<file path="src/fsps_pkg.sv">
/*
  Constants for the flash self-program sequencer controller: the APB map of the
  controller's own registers, the device register selects, command codes and
  the fixed values that firmware would otherwise write by hand.
  Assumes an 8-bit device register port and a 32-bit APB.
*/
package fsps_pkg;

  // APB map of the controller's own registers
  localparam logic [7:0] ADDR_CTRL   = 8'h00;
  localparam logic [7:0] ADDR_OP     = 8'h04;
  localparam logic [7:0] ADDR_ARGS   = 8'h08;
  localparam logic [7:0] ADDR_STATUS = 8'h0c;

  // Control register fields
  localparam int CTRL_GO  = 0;
  localparam int CTRL_WDT = 1;

  // Argument register fields
  localparam int ARG_BLOCK_LSB = 0;
  localparam int ARG_START_LSB = 8;
  localparam int ARG_END_LSB   = 16;
  localparam int ARG_DATA_LSB  = 24;

  // Status register fields
  localparam int ST_BUSY     = 0;
  localparam int ST_DONE     = 1;
  localparam int ST_FAIL     = 2;
  localparam int ST_REFUSED  = 3;
  localparam int ST_NEED_ERS = 4;
  localparam int ST_IN_MODE  = 5;
  localparam int ST_RES_LSB  = 8;

  // Operation codes; 1..5 equal the device command codes
  localparam logic [3:0] OP_VERIFY1     = 4'h1;
  localparam logic [3:0] OP_VERIFY2     = 4'h2;
  localparam logic [3:0] OP_ERASE       = 4'h3;
  localparam logic [3:0] OP_BLANK       = 4'h4;
  localparam logic [3:0] OP_WRITE       = 4'h5;
  localparam logic [3:0] OP_MODE_ENTER  = 4'h6;
  localparam logic [3:0] OP_MODE_EXIT   = 4'h7;
  localparam logic [3:0] OP_ERASE_BLANK = 4'h8;

  // Device register selects on the device port
  typedef enum logic [3:0] {
    DEV_CMD      = 4'h0,
    DEV_PTR_HIGH = 4'h1,
    DEV_PTR_LOW  = 4'h2,
    DEV_CMP_HIGH = 4'h3,
    DEV_CMP_LOW  = 4'h4,
    DEV_WBUF     = 4'h5,
    DEV_STATUS   = 4'h6,
    DEV_WDT      = 4'h7,
    DEV_PROT     = 4'h8,
    DEV_MODE     = 4'h9
  } fsps_dev_reg_type;

  // Fixed device values
  localparam logic [7:0] VAL_ZERO      = 8'h00;
  localparam logic [7:0] VAL_FULL      = 8'hff;
  localparam logic [7:0] VAL_WDT_KICK  = 8'hac;
  localparam logic [7:0] VAL_PROT_KEY  = 8'ha5;
  localparam logic [7:0] VAL_MODE_SELF = 8'h01;
  localparam logic [7:0] VAL_MODE_NORM = 8'h00;

  // Device status bits
  localparam int DST_PROT_FAIL   = 0;
  localparam int DST_VERIFY_FAIL = 1;
  localparam int DST_PROG_FAIL   = 2;

  // Kinds of sequence step
  typedef enum logic [1:0] {
    K_WR   = 2'b00,
    K_NOP  = 2'b01,
    K_HALT = 2'b10,
    K_RD   = 2'b11
  } fsps_kind_type;

  typedef struct packed {
    fsps_kind_type    kind;
    fsps_dev_reg_type sel;
    logic [7:0]       data;
  } fsps_step_type;

  typedef enum logic [2:0] {
    S_IDLE  = 3'b000,
    S_STEP  = 3'b001,
    S_HALT  = 3'b010,
    S_WAKE  = 3'b011,
    S_READ  = 3'b100,
    S_CHECK = 3'b101
  } fsps_state_type;

endpackage

</file>
<file path="src/fsps_host.sv">
/*
  Host-side controller for a flash self-programming sequencer. Software orders
  an operation over APB; the controller writes the device registers, raises
  halt to launch, waits for wake, reads the device status and reports.
  Assumes the device keeps dev_wake high from completion until halt falls,
  and holds dev_rdata stable while dev_rd is high.
*/
`timescale 1ns/1ps
module fsps_host #(
  parameter int          RD_WAIT     = 4,
  parameter logic [3:0]  MODE_RETRIES = 4'h3
) (
  input  wire logic        pclk,
  input  wire logic        presetn,
  input  wire logic        psel,
  input  wire logic        penable,
  input  wire logic        pwrite,
  input  wire logic [7:0]  paddr,
  input  wire logic [31:0] pwdata,
  output logic      [31:0] prdata,
  output logic             pready,
  output logic             pslverr,
  output logic             dev_wr,
  output logic             dev_rd,
  output logic      [3:0]  dev_sel,
  output logic      [7:0]  dev_wdata,
  output logic             dev_halt,
  input  wire logic [7:0]  dev_rdata,
  input  wire logic        dev_wake
);

  logic                     wdt_use_reg;
  logic [3:0]               op_reg;
  logic [31:0]              args_reg;
  fsps_pkg::fsps_state_type state_reg;
  logic [3:0]               idx_reg;
  logic [3:0]               run_op_reg;
  logic                     chain_reg;
  logic [3:0]               retry_reg;
  logic [7:0]               wait_reg;
  logic [7:0]               result_reg;
  logic [7:0]               blk_reg;
  logic [7:0]               lo_reg;
  logic [7:0]               lc_reg;
  logic [7:0]               data_reg;
  logic                     done_reg;
  logic                     fail_reg;
  logic                     refused_reg;
  logic                     need_erase_reg;
  logic                     in_mode_reg;
  logic [7:0]               rdata_s;
  logic                     wake_s;
  logic                     apb_wr;
  logic                     go;
  logic                     op_legal;
  logic                     busy;
  logic                     is_mode;
  logic                     bad;
  logic                     finish;
  fsps_pkg::fsps_step_type  step;

  fsps_sync #(.WIDTH(8)) u_sync_data (
    .pclk    (pclk),
    .presetn (presetn),
    .d       (dev_rdata),
    .q       (rdata_s)
  );

  fsps_sync #(.WIDTH(1)) u_sync_wake (
    .pclk    (pclk),
    .presetn (presetn),
    .d       (dev_wake),
    .q       (wake_s)
  );

  // Step table: one entry per device access of each operation
  function automatic fsps_pkg::fsps_step_type get_step(
    input logic [3:0] op,
    input logic [3:0] i,
    input logic [7:0] blk,
    input logic [7:0] lo,
    input logic [7:0] lc,
    input logic [7:0] wd,
    input logic       wdt
  );
    fsps_pkg::fsps_step_type s;
    s = '{fsps_pkg::K_RD, fsps_pkg::DEV_STATUS, fsps_pkg::VAL_ZERO};
    if (op == fsps_pkg::OP_MODE_ENTER || op == fsps_pkg::OP_MODE_EXIT) begin
      case (i)
        4'h0: s = (op == fsps_pkg::OP_MODE_EXIT) ?
                  '{fsps_pkg::K_WR, fsps_pkg::DEV_CMD, fsps_pkg::VAL_ZERO} :
                  '{fsps_pkg::K_NOP, fsps_pkg::DEV_CMD, fsps_pkg::VAL_ZERO};
        4'h1: s = '{fsps_pkg::K_WR, fsps_pkg::DEV_STATUS, fsps_pkg::VAL_ZERO};
        4'h2: s = '{fsps_pkg::K_WR, fsps_pkg::DEV_PROT, fsps_pkg::VAL_PROT_KEY};
        4'h3, 4'h5: s = '{fsps_pkg::K_WR, fsps_pkg::DEV_MODE,
                          (op == fsps_pkg::OP_MODE_ENTER) ? fsps_pkg::VAL_MODE_SELF
                                                          : fsps_pkg::VAL_MODE_NORM};
        4'h4: s = '{fsps_pkg::K_WR, fsps_pkg::DEV_MODE,
                    (op == fsps_pkg::OP_MODE_ENTER) ? ~fsps_pkg::VAL_MODE_SELF
                                                    : ~fsps_pkg::VAL_MODE_NORM};
        4'h6: s = (op == fsps_pkg::OP_MODE_ENTER) ?
                  '{fsps_pkg::K_HALT, fsps_pkg::DEV_CMD, fsps_pkg::VAL_ZERO} :
                  '{fsps_pkg::K_NOP, fsps_pkg::DEV_CMD, fsps_pkg::VAL_ZERO};
        default: s = '{fsps_pkg::K_RD, fsps_pkg::DEV_STATUS, fsps_pkg::VAL_ZERO};
      endcase
    end else begin
      case (i)
        4'h0: s = '{fsps_pkg::K_WR, fsps_pkg::DEV_CMD, {4'h0, op}};
        4'h1: s = '{fsps_pkg::K_WR, fsps_pkg::DEV_PTR_HIGH, blk};
        4'h2: s = '{fsps_pkg::K_WR, fsps_pkg::DEV_PTR_LOW, lo};
        4'h3: s = (op == fsps_pkg::OP_WRITE) ?
                  '{fsps_pkg::K_WR, fsps_pkg::DEV_WBUF, wd} :
                  '{fsps_pkg::K_WR, fsps_pkg::DEV_CMP_HIGH, blk};
        4'h4: s = (op == fsps_pkg::OP_WRITE) ?
                  '{fsps_pkg::K_NOP, fsps_pkg::DEV_CMD, fsps_pkg::VAL_ZERO} :
                  '{fsps_pkg::K_WR, fsps_pkg::DEV_CMP_LOW, lc};
        4'h5: s = '{fsps_pkg::K_WR, fsps_pkg::DEV_STATUS, fsps_pkg::VAL_ZERO};
        4'h6: s = wdt ? '{fsps_pkg::K_WR, fsps_pkg::DEV_WDT, fsps_pkg::VAL_WDT_KICK}
                      : '{fsps_pkg::K_NOP, fsps_pkg::DEV_CMD, fsps_pkg::VAL_ZERO};
        4'h7: s = '{fsps_pkg::K_HALT, fsps_pkg::DEV_CMD, fsps_pkg::VAL_ZERO};
        default: s = '{fsps_pkg::K_RD, fsps_pkg::DEV_STATUS, fsps_pkg::VAL_ZERO};
      endcase
    end
    return s;
  endfunction

  // Pointer values follow the operation, not software, where they are fixed
  always_comb begin
    lo_reg = fsps_pkg::VAL_ZERO;
    lc_reg = fsps_pkg::VAL_FULL;
    if (run_op_reg == fsps_pkg::OP_ERASE) begin
      lc_reg = fsps_pkg::VAL_ZERO;
    end else if (run_op_reg == fsps_pkg::OP_VERIFY2) begin
      lo_reg = args_reg[fsps_pkg::ARG_START_LSB +: 8];
      lc_reg = args_reg[fsps_pkg::ARG_END_LSB +: 8];
    end else if (run_op_reg == fsps_pkg::OP_WRITE) begin
      lo_reg = args_reg[fsps_pkg::ARG_START_LSB +: 8];
    end
  end

  assign blk_reg  = args_reg[fsps_pkg::ARG_BLOCK_LSB +: 8];
  assign data_reg = args_reg[fsps_pkg::ARG_DATA_LSB +: 8];
  assign step     = get_step(run_op_reg, idx_reg, blk_reg, lo_reg, lc_reg, data_reg,
                             wdt_use_reg);
  assign busy     = (state_reg != fsps_pkg::S_IDLE);
  assign is_mode  = (run_op_reg == fsps_pkg::OP_MODE_ENTER) ||
                    (run_op_reg == fsps_pkg::OP_MODE_EXIT);
  assign bad      = is_mode ? result_reg[fsps_pkg::DST_PROT_FAIL]
                            : (result_reg != fsps_pkg::VAL_ZERO);

  assign op_legal = (op_reg >= fsps_pkg::OP_VERIFY1) && (op_reg <= fsps_pkg::OP_ERASE_BLANK);
  assign apb_wr   = psel && penable && pwrite;
  assign go       = apb_wr && (paddr == fsps_pkg::ADDR_CTRL) && pwdata[fsps_pkg::CTRL_GO] &&
                    !busy;

  // Zero-wait APB slave; unmapped addresses answer with pslverr
  assign pready = 1'b1;

  always_comb begin
    prdata  = 32'h0000_0000;
    pslverr = 1'b0;
    if (paddr == fsps_pkg::ADDR_CTRL) begin
      prdata[fsps_pkg::CTRL_WDT] = wdt_use_reg;
    end else if (paddr == fsps_pkg::ADDR_OP) begin
      prdata[3:0] = op_reg;
    end else if (paddr == fsps_pkg::ADDR_ARGS) begin
      prdata = args_reg;
    end else if (paddr == fsps_pkg::ADDR_STATUS) begin
      prdata[fsps_pkg::ST_BUSY]           = busy;
      prdata[fsps_pkg::ST_DONE]           = done_reg;
      prdata[fsps_pkg::ST_FAIL]           = fail_reg;
      prdata[fsps_pkg::ST_REFUSED]        = refused_reg;
      prdata[fsps_pkg::ST_NEED_ERS]       = need_erase_reg;
      prdata[fsps_pkg::ST_IN_MODE]        = in_mode_reg;
      prdata[fsps_pkg::ST_RES_LSB +: 8]   = result_reg;
    end else begin
      pslverr = psel && penable;
    end
  end

  // Software configuration
  always_ff @(posedge pclk or negedge presetn) begin
    if (!presetn) begin
      wdt_use_reg <= 1'b0;
      op_reg      <= 4'h0;
      args_reg    <= 32'h0000_0000;
    end else if (apb_wr) begin
      if (paddr == fsps_pkg::ADDR_CTRL) begin
        wdt_use_reg <= pwdata[fsps_pkg::CTRL_WDT];
      end else if (paddr == fsps_pkg::ADDR_OP && !busy) begin
        op_reg <= pwdata[3:0];
      end else if (paddr == fsps_pkg::ADDR_ARGS && !busy) begin
        args_reg <= pwdata;
      end
    end
  end

  // Sequencing
  always_ff @(posedge pclk or negedge presetn) begin
    if (!presetn) begin
      state_reg  <= fsps_pkg::S_IDLE;
      idx_reg    <= 4'h0;
      run_op_reg <= 4'h0;
      chain_reg  <= 1'b0;
      retry_reg  <= 4'h0;
      wait_reg   <= 8'h00;
      result_reg <= 8'h00;
    end else begin
      case (state_reg)
        fsps_pkg::S_IDLE: begin
          // Refused orders never touch the device
          if (go && op_legal &&
              !(op_reg == fsps_pkg::OP_WRITE && need_erase_reg)) begin
            chain_reg  <= (op_reg == fsps_pkg::OP_ERASE_BLANK);
            run_op_reg <= (op_reg == fsps_pkg::OP_ERASE_BLANK) ? fsps_pkg::OP_ERASE : op_reg;
            idx_reg    <= 4'h0;
            retry_reg  <= 4'h0;
            state_reg  <= fsps_pkg::S_STEP;
          end
        end
        fsps_pkg::S_STEP: begin
          if (step.kind == fsps_pkg::K_HALT) begin
            state_reg <= fsps_pkg::S_HALT;
          end else if (step.kind == fsps_pkg::K_RD) begin
            wait_reg  <= 8'h00;
            state_reg <= fsps_pkg::S_READ;
          end else begin
            idx_reg <= idx_reg + 4'h1;
          end
        end
        fsps_pkg::S_HALT: begin
          // Wake from the previous launch must have dropped first
          if (!wake_s) begin
            state_reg <= fsps_pkg::S_WAKE;
          end
        end
        fsps_pkg::S_WAKE: begin
          if (wake_s) begin
            idx_reg   <= idx_reg + 4'h1;
            state_reg <= fsps_pkg::S_STEP;
          end
        end
        fsps_pkg::S_READ: begin
          if (wait_reg == 8'(RD_WAIT - 1)) begin
            result_reg <= rdata_s;
            state_reg  <= fsps_pkg::S_CHECK;
          end else begin
            wait_reg <= wait_reg + 8'h01;
          end
        end
        fsps_pkg::S_CHECK: begin
          if (is_mode && bad && retry_reg < MODE_RETRIES) begin
            retry_reg <= retry_reg + 4'h1;
            idx_reg   <= 4'h1;
            state_reg <= fsps_pkg::S_STEP;
          end else if (chain_reg && !bad) begin
            chain_reg  <= 1'b0;
            run_op_reg <= fsps_pkg::OP_BLANK;
            idx_reg    <= 4'h0;
            state_reg  <= fsps_pkg::S_STEP;
          end else begin
            state_reg <= fsps_pkg::S_IDLE;
          end
        end
        default: state_reg <= fsps_pkg::S_IDLE;
      endcase
    end
  end

  assign finish = (state_reg == fsps_pkg::S_CHECK) &&
                  !(is_mode && bad && retry_reg < MODE_RETRIES) && !(chain_reg && !bad);

  // Outcome flags for software
  always_ff @(posedge pclk or negedge presetn) begin
    if (!presetn) begin
      done_reg       <= 1'b0;
      fail_reg       <= 1'b0;
      refused_reg    <= 1'b0;
      need_erase_reg <= 1'b0;
      in_mode_reg    <= 1'b0;
    end else begin
      if (go) begin
        refused_reg <= !op_legal ||
                       (op_reg == fsps_pkg::OP_WRITE && need_erase_reg);
        done_reg    <= !op_legal || (op_reg == fsps_pkg::OP_WRITE && need_erase_reg);
        fail_reg    <= 1'b0;
      end else if (finish) begin
        done_reg <= 1'b1;
        fail_reg <= bad;
      end
      if (finish && run_op_reg == fsps_pkg::OP_WRITE && bad) begin
        need_erase_reg <= 1'b1;
      end else if (state_reg == fsps_pkg::S_CHECK && run_op_reg == fsps_pkg::OP_ERASE &&
                   !bad) begin
        need_erase_reg <= 1'b0;
      end
      if (finish && is_mode && !bad) begin
        in_mode_reg <= (run_op_reg == fsps_pkg::OP_MODE_ENTER);
      end
    end
  end

  // Device port, all from flops
  always_ff @(posedge pclk or negedge presetn) begin
    if (!presetn) begin
      dev_wr    <= 1'b0;
      dev_rd    <= 1'b0;
      dev_sel   <= 4'h0;
      dev_wdata <= 8'h00;
      dev_halt  <= 1'b0;
    end else begin
      dev_wr <= (state_reg == fsps_pkg::S_STEP) && (step.kind == fsps_pkg::K_WR);
      if (state_reg == fsps_pkg::S_STEP) begin
        dev_sel   <= step.sel;
        dev_wdata <= step.data;
      end
      dev_rd <= (state_reg == fsps_pkg::S_STEP && step.kind == fsps_pkg::K_RD) ||
                (state_reg == fsps_pkg::S_READ && wait_reg != 8'(RD_WAIT - 1));
      if (state_reg == fsps_pkg::S_HALT && !wake_s) begin
        dev_halt <= 1'b1;
      end else if (state_reg == fsps_pkg::S_WAKE && wake_s) begin
        dev_halt <= 1'b0;
      end
    end
  end

endmodule // fsps_host

</file>
<file path="src/fsps_sync.sv">
/*
  Two-flop synchroniser for levels coming from the flash device.
  Assumes multi-bit inputs are held stable while they are sampled.
*/
`timescale 1ns/1ps
module fsps_sync #(
  parameter int WIDTH = 1
) (
  input  wire logic             pclk,
  input  wire logic             presetn,
  input  wire logic [WIDTH-1:0] d,
  output logic      [WIDTH-1:0] q
);

  logic [WIDTH-1:0] meta_reg;

  always_ff @(posedge pclk or negedge presetn) begin
    if (!presetn) begin
      meta_reg <= '0;
      q        <= '0;
    end else begin
      meta_reg <= d;
      q        <= meta_reg;
    end
  end

endmodule // fsps_sync

</file>
<file path="config.mk">
export PLATFORM = sky130hd
export DESIGN_NAME = fsps_host
export DESIGN_NICKNAME = d
export VERILOG_FILES = /design/src/fsps_pkg.sv /design/src/fsps_host.sv /design/src/fsps_sync.sv
export SDC_FILE = /design/constraint.sdc
export NUM_CORES = 1
export LEC_CHECK = 0
export BUFFER_PORTS_ARGS = -buffer_cell sky130_fd_sc_hd__buf_2
export CAP_MARGIN = 20
export CORE_MARGIN = 8
export CORE_UTILIZATION = 60
export DETAILED_ROUTE_END_ITERATION = 7
export GPL_TIMING_DRIVEN = 0
export PLACE_DENSITY = 0.85
export SLEW_MARGIN = 20
export SYNTH_ARGS = -nofsm -noshare
export SYNTH_HDL_FRONTEND = slang
export SYNTH_HIERARCHICAL = 1
export SYNTH_SLANG_ARGS = --single-unit
</file>
<file path="constraint.sdc">
create_clock -name pclk -period 4 [get_ports pclk]
set_input_delay 0.4 -clock pclk [delete_from_list [all_inputs] [get_ports pclk]]
set_output_delay 0.4 -clock pclk [all_outputs]
set_load 0.005 [all_outputs]
</file>
* Word-level counts from Yosys, hierarchy flattened
Index checks and enable logic that the tools add are counted.
** Operators by class
- Shifts and indexed selects :: 0
- Reductions and logical operators :: 59
- Order comparisons :: 3
- Eq/ne operators :: 39
- Bitwise operators :: 2
- $mul :: 0
- Mux-type cells :: 70
- Add/sub/neg operators :: 3
- Divide/modulo/power cells :: 0
** Operators by type and width (count)
- $pmux 14 s8 :: 1
- $pmux 14 s6 :: 1
- $mux 8 :: 10
- $mux 4 :: 12
- $mux 13 :: 3
- $eq 4x3->1 const B :: 8
- $mux 30 :: 1
- $mux 14 :: 2
- $mux 28 :: 1
- $logic_and 1x1->1 :: 27
- $mux 1 :: 22
- $mux 3 :: 6
- $ne 2x2->1 const B :: 9
- $pmux 3 s6 :: 1
- $eq 4x2->1 const B :: 4
- $eq 8x4->1 const B :: 2
- $mux 16 :: 1
- $pmux 4 s2 :: 2
- $pmux 4 s4 :: 1
- $pmux 8 s2 :: 1
- $mux 6 :: 2
- $reduce_and 4->1 :: 3
- $mux 11 :: 1
- $reduce_bool 2->1 :: 5
- other kinds (34) :: 50
** Storage, ports and cells
- Latch bits :: 0
- Logic and storage cells :: 200
- Memory bits (read-only) :: 0
- Output and inout port bits :: 49
- Input bits :: 54
- RAM bits :: 0
- Memories kept :: 0
- Register bits after elaboration :: 107

* Depth between registers and ports, before layout
Gate-level depths: netlist of the first run.
- Depth after elaboration :: 11
- Gate-level depth with buffers :: 9
- Mapped depth without buffers :: 7

* Cells and area by module
The synthesis of the first run kept the hierarchy.
** By module, submodules not included
- fsps_host :: seq. area each 2227.1 um^2, instances 1, cells an instance 489, area each 4994.8 um^2
- fsps_sync (u_sync_data) :: seq. area each 400.4 um^2, instances 1, cells an instance 16, area each 400.4 um^2
- fsps_sync (u_sync_wake) :: seq. area each 50.0 um^2, instances 1, cells an instance 2, area each 50.0 um^2

* Worst setup path before layout of the first run
No wires, ideal clock.
- Kind :: register to register
- Start :: reg idx_reg[0]
- End :: reg idx_reg[0]
- Setup time :: 0.125 ns
- Required time :: 3.875 ns
- Buffers on the path :: 1
- Arrival time :: 2.072 ns
- Slack :: 1.803 ns
- Period minus slack after synthesis :: 2.197 ns
- Cell stages (with the launch flop) :: 9
- Cells stage by stage :: dfrtp_1 -> inv_1 -> ha_1 -> clkbuf_1 -> nor4_1 -> a2111o_1 -> o211ai_4 -> and3_4 -> mux2_4
** On the way
- Cells in the longest elaborated chain, start to end :: 7
- Elaborated cells on any way between the ends :: 22
- Classes of those cells :: add/sub: 1; eq/ne: 11; mux: 7; reduce/logical: 3
** Ends and longest elaborated chain
- start, declared :: line fsps_host.sv:36 : logic [3:0] idx_reg;
- start signal, assigned :: line fsps_host.sv:228 : idx_reg <= idx_reg + 4'h1;
- start signal, assigned :: line fsps_host.sv:239 : idx_reg <= idx_reg + 4'h1;
- $eq 4x3->1 / $eq 4x2->1 (equally long branches) :: line fsps_host.sv:89, fsps_host.sv:107
- $reduce_or 2->1 :: line fsps_host.sv:89 : case (i)
- $pmux 14 s6 :: line fsps_host.sv:89
- $mux 14 :: line fsps_host.sv:88 : if (op == fsps_pkg::OP_MODE_ENTER || op == fsps_pkg::OP_MODE_EXIT) begin
- $eq 2x2->1, on equally long branches :: line fsps_host.sv:224, fsps_host.sv:222
- $ne 2x2->1 (no line)
- $reduce_and 6->1 (no line)
Parallel ways exist; a longest one is shown, timed or not. The select of a mux whose other input is x is not followed.
A chain may end at the register's enable or synchronous reset.

* Worst setup path in the final report of the first run
- Start :: reg idx_reg[0]
- End :: reg wait_reg[1]
** On the way
- Cells in the longest elaborated chain, start to end :: 7
- Elaborated cells on any way between the ends :: 17
- Classes of those cells :: eq/ne: 11; mux: 3; reduce/logical: 3
** Ends and longest elaborated chain
- $eq 4x3->1 / $eq 4x2->1 (equally long branches) :: line fsps_host.sv:89, fsps_host.sv:107
- $reduce_or 2->1 :: line fsps_host.sv:89
- $pmux 14 s6 :: line fsps_host.sv:89
- $mux 14 (*) :: line fsps_host.sv:88
- $eq 2x2->1, on equally long branches :: line fsps_host.sv:224, fsps_host.sv:222
- $ne 2x1->1 (no line) / $ne 2x2->1 (equally long branches)
- $reduce_and 4->1 (no line) (*)
- end signal, assigned :: line fsps_host.sv:248 : wait_reg <= wait_reg + 8'h01;
- end, declared :: line fsps_host.sv:40 : logic [7:0] wait_reg;
Mark *: on every way between the ends. The rest lies on a longest branch, timed or not.

==> metrics, run 1 <==
Int Power 2020 µW; Seq cells post-synth 107; Worst-path clk slew about 120 ps; CP bufs+invs 2; combinational power share between 30% and 40%; Final Wtd Congestion 0.914; critical path fanouts, max 9; Largest register FFs 32; global-route usage over all layers around 22%; crit path DAT between 2000 and 3000 ps; clk_lat worst skew 390 ps; f_max 393 MHz; met2 GRT Util 34.8%; NumNets Final 680; YS warnings 6; crit start category flop; PortBufs 100; die height 111 µm; Final Hold Viols 0; final WL 13700 µm; most numerous cell in the Yosys netlist dfrtp_1; Rows 34; Clock Sinks 107; P_sw 1210 µW; Leak 0.00305 µW; Post-synth ARST share 100%; post-cts resize count 0; core area a little under 9000 µm²; family with the most delay on the worst path simple AND/OR/NAND/NOR gates; io pins 103; Worst Max-Slew Pin Slew 763 ps; DIE AREA roughly 12000 µm²; first-pass GRT wire length 22600 µm; count of flip-flops with a built-in enable after synthesis 0; Mean Syn Cell Area 10.7 µm²; Seq/Total Area, Yosys between 40 and 50%; PD cells 508 nW/µm²; Required @ worst endpoint 4270 ps; CP cell instances inv_1 > ha_1 > clkbuf_1 > nor4_1 > nor3_2 > a32o_1 > nor2_4 > o22ai_1; maxcap violations 0; vias in the first global route 4540; ratio of cells with drive above 1 in the final layout 31.8%; switching share of total power a little under two fifths; Hold-fix buffers, CTS 1; clk_skew 19.5 ps; drt via density 6.08; Setup CP Type flop to flop; Initial Util 62.1%; Detailed Routing Iterations Pass 1 5; total CTS buffers 9; DR DRC count 0; post-layout util 72.6%; Cell Area, Synth 5450 µm²; list of most frequent post-synthesis cells dfrtp_1, nor2_1, mux2_2, and2_1, nand2_1; Critical Path End Type flop; ANT cells 0; grt met3 use under 10%; Synth area leader dfrtp_1; unrepaired setup endpoints after global routing no; routing usage on met1 28.0%; slowest CP cell nor4_1; post-route insts no fill 733; Setup Fix Bufs, Post-CTS 0; Die W 111 µm; min setup slack post-route around 1500 ps; Main synth FF type dfrtp_1; Tot Pwr 3230 µW; fill count between 600 and 700; area of the multi-input gates 2590 µm²; Synth area leaders dfrtp_1, mux2_2, nor2_1, and2_1, mux2i_1; status finished, final reports clean; synthesis-to-layout area growth 16.8%; antenna-violating nets left 0; 1st-iter DRT viols 262; register share of total power a little over two fifths; Cells after Synth 507; WL/cell 18.6 µm; Hold Crit Class input pin to flop; busiest layer in global routing met2; library cells used by synthesis 78; syn_nets 567; Final Slew Violations 0; Fin Setup TNS 0 ps; register area around 2700 µm²; relative slew slack 48.7%; endpoints failing setup 0; worst-case clock buffer depth 2; Cells after DPL 716; Max H-tree Level 3; share of the synthesized area in the top cell type 49.2%; initial antenna violation count 0; largest net degree at the start of global routing 81; via count 4453; IR drop worst, VDD ~0.31 mV; root buf cell clkbuf_8; grt ovf 0; Final Cycle Share 63.6%; Clock power frac 23.3%; CP peak stage delay 550 ps; CTS tree built; Tmin final 2550 ps; pre-CTS WS 1490 ps; Detailed Place HPWL roughly 10000 µm
==> layout make-up <==
| class | count | share of cell area (%) |
|---|---|---|
| Sequential cell | 107 | 42.1 |
| Multi-Input combinational cell | 361 | 40.8 |
| Timing Repair Buffer | 102 | 8.56 |
| Buffer | 29 | 2.13 |
| Tap cell | 108 | 2.13 |
| Clock buffer | 9 | 1.95 |
| Clock inverter | 7 | 1.73 |
| Inverter | 10 | 0.590 |
==> metal layers <==
metal | vias to the layer above | part of all wire (%)
met1 | 2164 | 43
met2 | 199 | 47
met5 | - | 0
met3 | 28 | 7.7
met4 | 0 | 2.4
li1 | 2062 | -
==> worst paths after layout <==
| path | to | slack (ps) | cells past startpoint | startpoint |
|---|---|---|---|---|
| worst max-delay path | wait_reg[1] | 1450 | 8 | idx_reg[0] |
| worst min-delay path | u_sync_wake/meta_reg | 110 | 1 | dev_wake |
| worst max register to register | wait_reg[1] | 1450 | 8 | idx_reg[0] |
| worst min register to register | u_sync_data/q[5] | 360 | 0 | u_sync_data/meta_reg[5] |
| max in group asynchronous | wait_reg[7] | 2910 | 3 | presetn |
| min in group asynchronous | args_reg[20] | 440 | 2 | presetn |
==> cells by family after synthesis <==
logic type,synth area share [%]
xor gates and xnor gates,0.965
DFF,49.2
buffers and inverters,3.17
muxes,13.0
adders and majority gates,1.38
AOI/OAI and AO/OA,13.6
other,0.0689
and+or+nand+nor,18.7
==> layout by cell type, fill, tap and decap left out, types with 3 or more instances in the layout <==
| cell | n |
|---|---|
| nand3_1 | 14 |
| a22oi_1 | 4 |
| and3_1 | 4 |
| a41oi_1 | 3 |
| buf_2 | 111 |
| nor2b_1 | 7 |
| a221oi_1 | 7 |
| o21ai_0 | 13 |
| nor3_1 | 10 |
| o22ai_1 | 4 |
| mux2_2 | 47 |
| mux2i_1 | 13 |
| xnor2_1 | 5 |
| clkbuf_1 | 13 |
| inv_1 | 10 |
| nand2_1 | 19 |
| ha_1 | 6 |
| nor2_1 | 62 |
| a31oi_1 | 3 |
| a211oi_1 | 7 |
| and2_1 | 23 |
| nor4_1 | 3 |
| o2bb2ai_1 | 10 |
| or3_1 | 7 |
| nand3b_1 | 5 |
| a22o_1 | 3 |
| dfrtp_1 | 107 |
| clkbuf_8 | 9 |
| nand2b_1 | 7 |
| a21oi_1 | 18 |
==> through the flow <==
step,cell area (µm²),hold WS (ps)
final,6360,106
after global routing,6360,86.2
after CTS,6360,93.5
after detailed placement,6110,284
after global placement,6080,332
after floorplan,5450,104
==> power groups by stage <==
| stage | sequential (µW) | clock [µW] | combinational (µW) |
|---|---|---|---|
| 2_1_floorplan | 1360 | 0 | 768 |
| 3_3_place_gp | 1390 | 0 | 1050 |
| 3_5_place_dp | 1400 | 0 | 1080 |
| 4_1_cts | 1370 | 762 | 1090 |
| 5_1_grt | 1400 | 804 | 1220 |
| 6_report | 1370 | 753 | 1100 |
Power figures use the tool's default switching activity.
==> inputs of run 2 (changes only) <==
--- a/config.mk
+++ b/config.mk
@@ -8,10 +8,10 @@
 export BUFFER_PORTS_ARGS = -buffer_cell sky130_fd_sc_hd__buf_2
 export CAP_MARGIN = 20
 export CORE_MARGIN = 8
-export CORE_UTILIZATION = 60
+export CORE_UTILIZATION = 56
 export DETAILED_ROUTE_END_ITERATION = 7
 export GPL_TIMING_DRIVEN = 0
-export PLACE_DENSITY = 0.85
+export PLACE_DENSITY = 0.8
 export SLEW_MARGIN = 20
 export SYNTH_ARGS = -nofsm -noshare
 export SYNTH_HDL_FRONTEND = slang
==> constraint.sdc (replaced) <==
create_clock -name pclk -period 2.4 [get_ports pclk]
set_input_delay 0.24 -clock pclk [delete_from_list [all_inputs] [get_ports pclk]]
set_output_delay 0.24 -clock pclk [all_outputs]
set_load 0.005 [all_outputs]
==> metrics, run 2 (synthesis gave the netlist of run 1 again) <==
status finished, final reports clean; f_max 445 MHz (+13%); WL/cell 18.0 µm (-3.5%); core area 9590 µm² (+9.5%); CTS tree built; ANT cells 0 (unchanged); P_sw 1980 µW (+63%); Hold Crit Class input pin to flop; global-route usage over all layers 21.0% (-0.88 points); Leak 0.00307 µW (+0.85%); first-pass GRT wire length 22000 µm (-2.6%); routing usage on met1 26.6% (-1.4 points); crit start category flop; endpoints failing setup 0 (unchanged); IR drop worst, VDD 0.469 mV (+54%); ratio of cells with drive above 1 in the final layout 32.5% (+0.70 points); DR DRC count 0 (unchanged); worst-case clock buffer depth 2 (unchanged); switching share of total power 37.6% (+0.17 points); via count 4510 (+1.3%); unrepaired setup endpoints after global routing no; Critical Path End Type flop; Final Wtd Congestion 0.904 (-1.1%); Final Cycle Share 93.6% (+30 points); Die W 115 µm (+3.0%); PD cells 812 nW/µm² (+60%); largest net degree at the start of global routing 56 (-31%); Largest register FFs 32 (unchanged); Final Hold Viols 0 (unchanged); crit path DAT 2500 ps (-320 ps); clk_lat worst skew 380 ps (about the same); die height 115 µm (+3.0%); grt met3 use 4.11% (-2.2 points); Worst Max-Slew Pin Slew 665 ps (-98.1 ps); post-layout util 67.4% (-5.1 points); Final Hold Slack 84.2 ps (-21.6 ps); Setup CP Type flop to flop; relative slew slack 55.6% (+6.9 points); Required @ worst endpoint 2660 ps (-1610 ps); most frequent cells in the layout buf_2, dfrtp_1, nor2_1, mux2_2, and2_1; Fin Setup TNS 0 ps (unchanged); total CTS buffers 9 (unchanged); Final Slew Violations 0 (unchanged); NumNets Final 689 (+1.3%); PortBufs 100 (unchanged); Worst-path clk slew 110 ps (about the same); synthesis-to-layout area growth 18.8%; Initial Util 56.8% (-5.4 points); met2 GRT Util 35.2% (+0.39 points); io pins 103 (unchanged); busiest layer in global routing met2; DIE AREA 13100 µm² (+6.1%); Max H-tree Level 3 (unchanged); combinational power share 36.5% (+2.3 points); Int Power 3280 µW (+62%); root buf cell clkbuf_8; drt via density 5.89 (-3.1%); commonest non-fill, non-tap cell in the layout buf_2; 1st-iter DRT viols 214 (-18%); final WL 13800 µm (+0.80%); clk_skew 14.8 ps (-4.69 ps); maxcap violations 0 (unchanged); Detailed Routing Iterations Pass 1 6 (+1); critical path fanouts, max 6 (-3); initial antenna violation count 0 (unchanged); antenna-violating nets left 0 (unchanged); grt ovf 0 (unchanged); Clock Sinks 107 (unchanged); Clock power frac 19.7% (-3.6 points); vias in the first global route 4495 (-0.99%); Tmin final 2250 ps (-299 ps); Rows 36 (+5.9%); Detailed Place HPWL 10300 µm (+0.22%); register share of total power 43.8% (+1.3 points)
## run 2: path summary, 6_finish.rpt
check,cells past startpoint,start,endpoint,slack [ps]
setup / recovery,5,op_reg[2],idx_reg[0],150
hold / removal,2,pwdata[16],args_reg[16],80
setup reg to reg,5,op_reg[2],idx_reg[0],150
hold reg to reg,0,u_sync_data/meta_reg[7],u_sync_data/q[7],360
max in group asynchronous,3,presetn,dev_sel[0],1400
min in group asynchronous,2,presetn,u_sync_data/q[3],370
## run 2: timing repair
item / CTS / global route
endpoints found under the setup margin: 16 / 16
hold endpoints to repair: 61 / 0
pin swaps: 0 / 2
hold buffers: 10 / 0
buffers inserted: 0 / 2
resized for setup: 2 / 8
## run 2: stage by stage
step,instance area [µm²],worst slack (ps),instances,total power (µW)
3_3_place_gp,6110,-92.5,740,4080
6_report,6470,153,766,5250
2_1_floorplan,5450,203,507,3550
5_1_grt,6470,12.1,766,5560
4_1_cts,6420,41.0,765,5190
3_5_place_dp,6150,-138,741,4130
## run 2: power groups by stage
stage	clock (µW)	sequential (µW)	combinational (µW)
floorplan	0	2270	1280
global placement	0	2310	1770
detailed placement	0	2330	1800
CTS	1050	2290	1840
global route	1110	2330	2110
finish	1040	2300	1920
## run 2: final cells by class
class / instances / area, µm²
Fill cell: 772 / 3120
Sequential cell: 107 / 2680
Multi-Input combinational cell: 361 / 2630
Timing Repair Buffer: 113 / 649
Tap cell: 133 / 166
Buffer: 27 / 130
Clock buffer: 9 / 124
Clock inverter: 6 / 50.0
Inverter: 10 / 37.5
## run 2: per-layer routing
layer  routed length, µm  vias up
met2                6600      181
met4                 277        0
met3                1040       27
met5                   0        -
met1                5860     2219
li1                    -     2083
## run 2: critical path, cell delays in order, from the launching register on
cell and delay, ps:
dfrtp_1 470, nor4b_2 450, a221oi_1 150, o31ai_2 470, and3_4 310, mux2_4 290
==> inputs of run 3 (changes only) <==
--- a/config.mk
+++ b/config.mk
@@ -8,10 +8,10 @@
 export BUFFER_PORTS_ARGS = -buffer_cell sky130_fd_sc_hd__buf_2
 export CAP_MARGIN = 20
 export CORE_MARGIN = 8
-export CORE_UTILIZATION = 56
+export CORE_UTILIZATION = 50
 export DETAILED_ROUTE_END_ITERATION = 7
 export GPL_TIMING_DRIVEN = 0
-export PLACE_DENSITY = 0.8
+export PLACE_DENSITY = 0.76
 export SLEW_MARGIN = 20
 export SYNTH_ARGS = -nofsm -noshare
 export SYNTH_HDL_FRONTEND = slang
==> constraint.sdc (replaced) <==
create_clock -name pclk -period 1.9 [get_ports pclk]
set_input_delay 0.19 -clock pclk [delete_from_list [all_inputs] [get_ports pclk]]
set_output_delay 0.19 -clock pclk [all_outputs]
set_load 0.005 [all_outputs]
==> metrics, run 3 (synthesis gave the netlist of run 1 again) <==
status finished with violations; failing checks setup timing; Rows 38 (+5.6%); Detailed Routing Iterations Pass 1 4 (-2); antenna-violating nets left 0 (unchanged); Clock Sinks 107 (unchanged); DIE AREA 14500 µm² (+10%); core area 10700 µm² (+12%); CP cell instances buf_4 > and3b_1 > buf_6 > a2111o_1 > o211ai_4 > and3_4 > mux2_4; CTS tree built; crit start category flop; most frequent cells in the layout buf_2, dfrtp_1, nor2_1, mux2_2, buf_4; post-route cell area 7250 µm² (+12%); worst hold stages 2 (unchanged); synthesis-to-layout area growth 33.2%; placed cell area 6210 µm² (+1.1%); Required @ worst endpoint 2180 ps (-480 ps); f_max 484 MHz (+8.7%); critical path fanouts, max 10 (+4); Final Wtd Congestion 0.872 (-3.5%); WL/cell 18.5 µm (+3.0%); Final Cycle Share 109% (+15 points); Hold Crit Endpoint args_reg[15]; Initial Util 50.7% (-6.1 points); IR drop worst, VDD 0.635 mV (+36%); 1st-iter DRT viols 352 (+64%); Die W 120 µm (+5.0%); CP bufs+invs 2 (+2); die height 120 µm (+5.0%); Hold Crit Class input pin to flop; root buf cell clkbuf_8; global-route usage over all layers 20.2% (-0.80 points); PD cells 1070 nW/µm² (+32%); Max H-tree Level 3 (unchanged); crit path DAT 2350 ps (-150 ps); NumNets Final 724 (+5.1%); largest net degree at the start of global routing 82 (+46%); final WL 15000 µm (+8.8%); via count 4651 (+3.1%); cell depth of the worst setup path 7 (+2); slowest CP cell a2111o_1; post-layout util 67.5% (about the same); ANT cells 0 (unchanged); Detailed Place HPWL 10300 µm (about the same); worst reg2reg endpoint idx_reg[0]; Final Slew Violations 0 (unchanged); PortBufs 100 (unchanged); grt ovf 0 (unchanged); initial antenna violation count 0 (unchanged); R2R setup slack -170 ps (-320 ps); min setup slack post-route -167 ps (-320 ps); Tmin final 2070 ps (-180 ps); pre-CTS WS -351 ps (-213 ps); maxcap violations 0 (unchanged); Worst Hold Launch pwdata[15]; Worst Max-Slew Pin Slew 532 ps (-133 ps); worst-case clock buffer depth 2 (unchanged); endpoints failing setup 27 (+27); family with the most delay on the worst path compound AO/OA/AOI/OAI gates; RR Startpoint run_op_reg[1]; CP peak stage delay 420 ps (-50 ps); clk_lat worst skew 380 ps (about the same); first-pass GRT wire length 23600 µm (+7.2%); vias in the first global route 4550 (+1.2%); Largest register FFs 32 (unchanged); clk_skew 21.1 ps (+6.32 ps); ratio of cells with drive above 1 in the final layout 45.3% (+13 points); Worst-path clk slew 110 ps (about the same); drt via density 5.75 (-2.4%); Final Hold Viols 0 (unchanged); DR DRC count 0 (unchanged); commonest non-fill, non-tap cell in the layout buf_2; total CTS buffers 9 (unchanged); R2R cell count 7 (+2); relative slew slack 64.5% (+8.9 points); io pins 103 (unchanged); unrepaired setup endpoints after global routing yes; Critical Path End Type flop; Leak 0.00341 µW (+11%); Setup CP Type flop to flop
==> run 3: final cells by class <==
type | instances | area, µm²
flip-flops and latches | 107 | 2690
repair buffers | 152 | 1000
fillers | 793 | 3490
clock buffers | 12 | 145
plain buffers | 23 | 159
multi-input cells | 361 | 2990
inverters | 10 | 40.0
well taps | 140 | 175
clock inverters | 4 | 58.8
==> run 3: worst max-delay path by stage <==
stage / start / to
CTS: idx_reg[0] / dev_wdata[7]
detailed placement: idx_reg[0] / dev_wdata[5]
floorplan: idx_reg[0] / idx_reg[0]
global route: retry_reg[0] / idx_reg[0]
finish: run_op_reg[1] / idx_reg[0]
global placement: presetn / wait_reg[7]
==> run 3: metrics by stage <==
step / power, µW / cells / setup TNS (ps) / hold slack [ps]
after CTS: 7360 / 795 / -2510 / 23.2
after global placement: 5240 / 747 / -63900 / 299
after global routing: 8200 / 809 / -4380 / 22.4
after detailed placement: 5310 / 748 / -15420 / 69.2
final: 7760 / 809 / -1970 / 35.6
after floorplan: 4570 / 507 / -495 / -106
==> run 3: power by group <==
part	internal (µW)	switching, µW	total [µW]
Combinational	1650	1740	3390
Sequential	2630	294	2920
Clock	662	792	1450
Total	4940	2820	7760
==> run 3: repair_timing <==
| item | in CTS | in global routing |
|---|---|---|
| setup buffers | 22 | 18 |
| endpoints found under the setup margin | 88 | 86 |
| pin swaps | 28 | 22 |
| gates resized for setup | 60 | 47 |
| endpoints found under the hold margin | 35 | 0 |
| hold buffers | 10 | 0 |
| cloned | 1 | 0 |
==> run 3: metal layers <==
layer	vias up	GRT usage [%]	part of all wire [%]
met5	-	0	0
met2	196	33.0	47
met1	2276	26.4	44
met4	0	6.56	1.9
li1	2153	-	-
met3	26	4.43	7.0
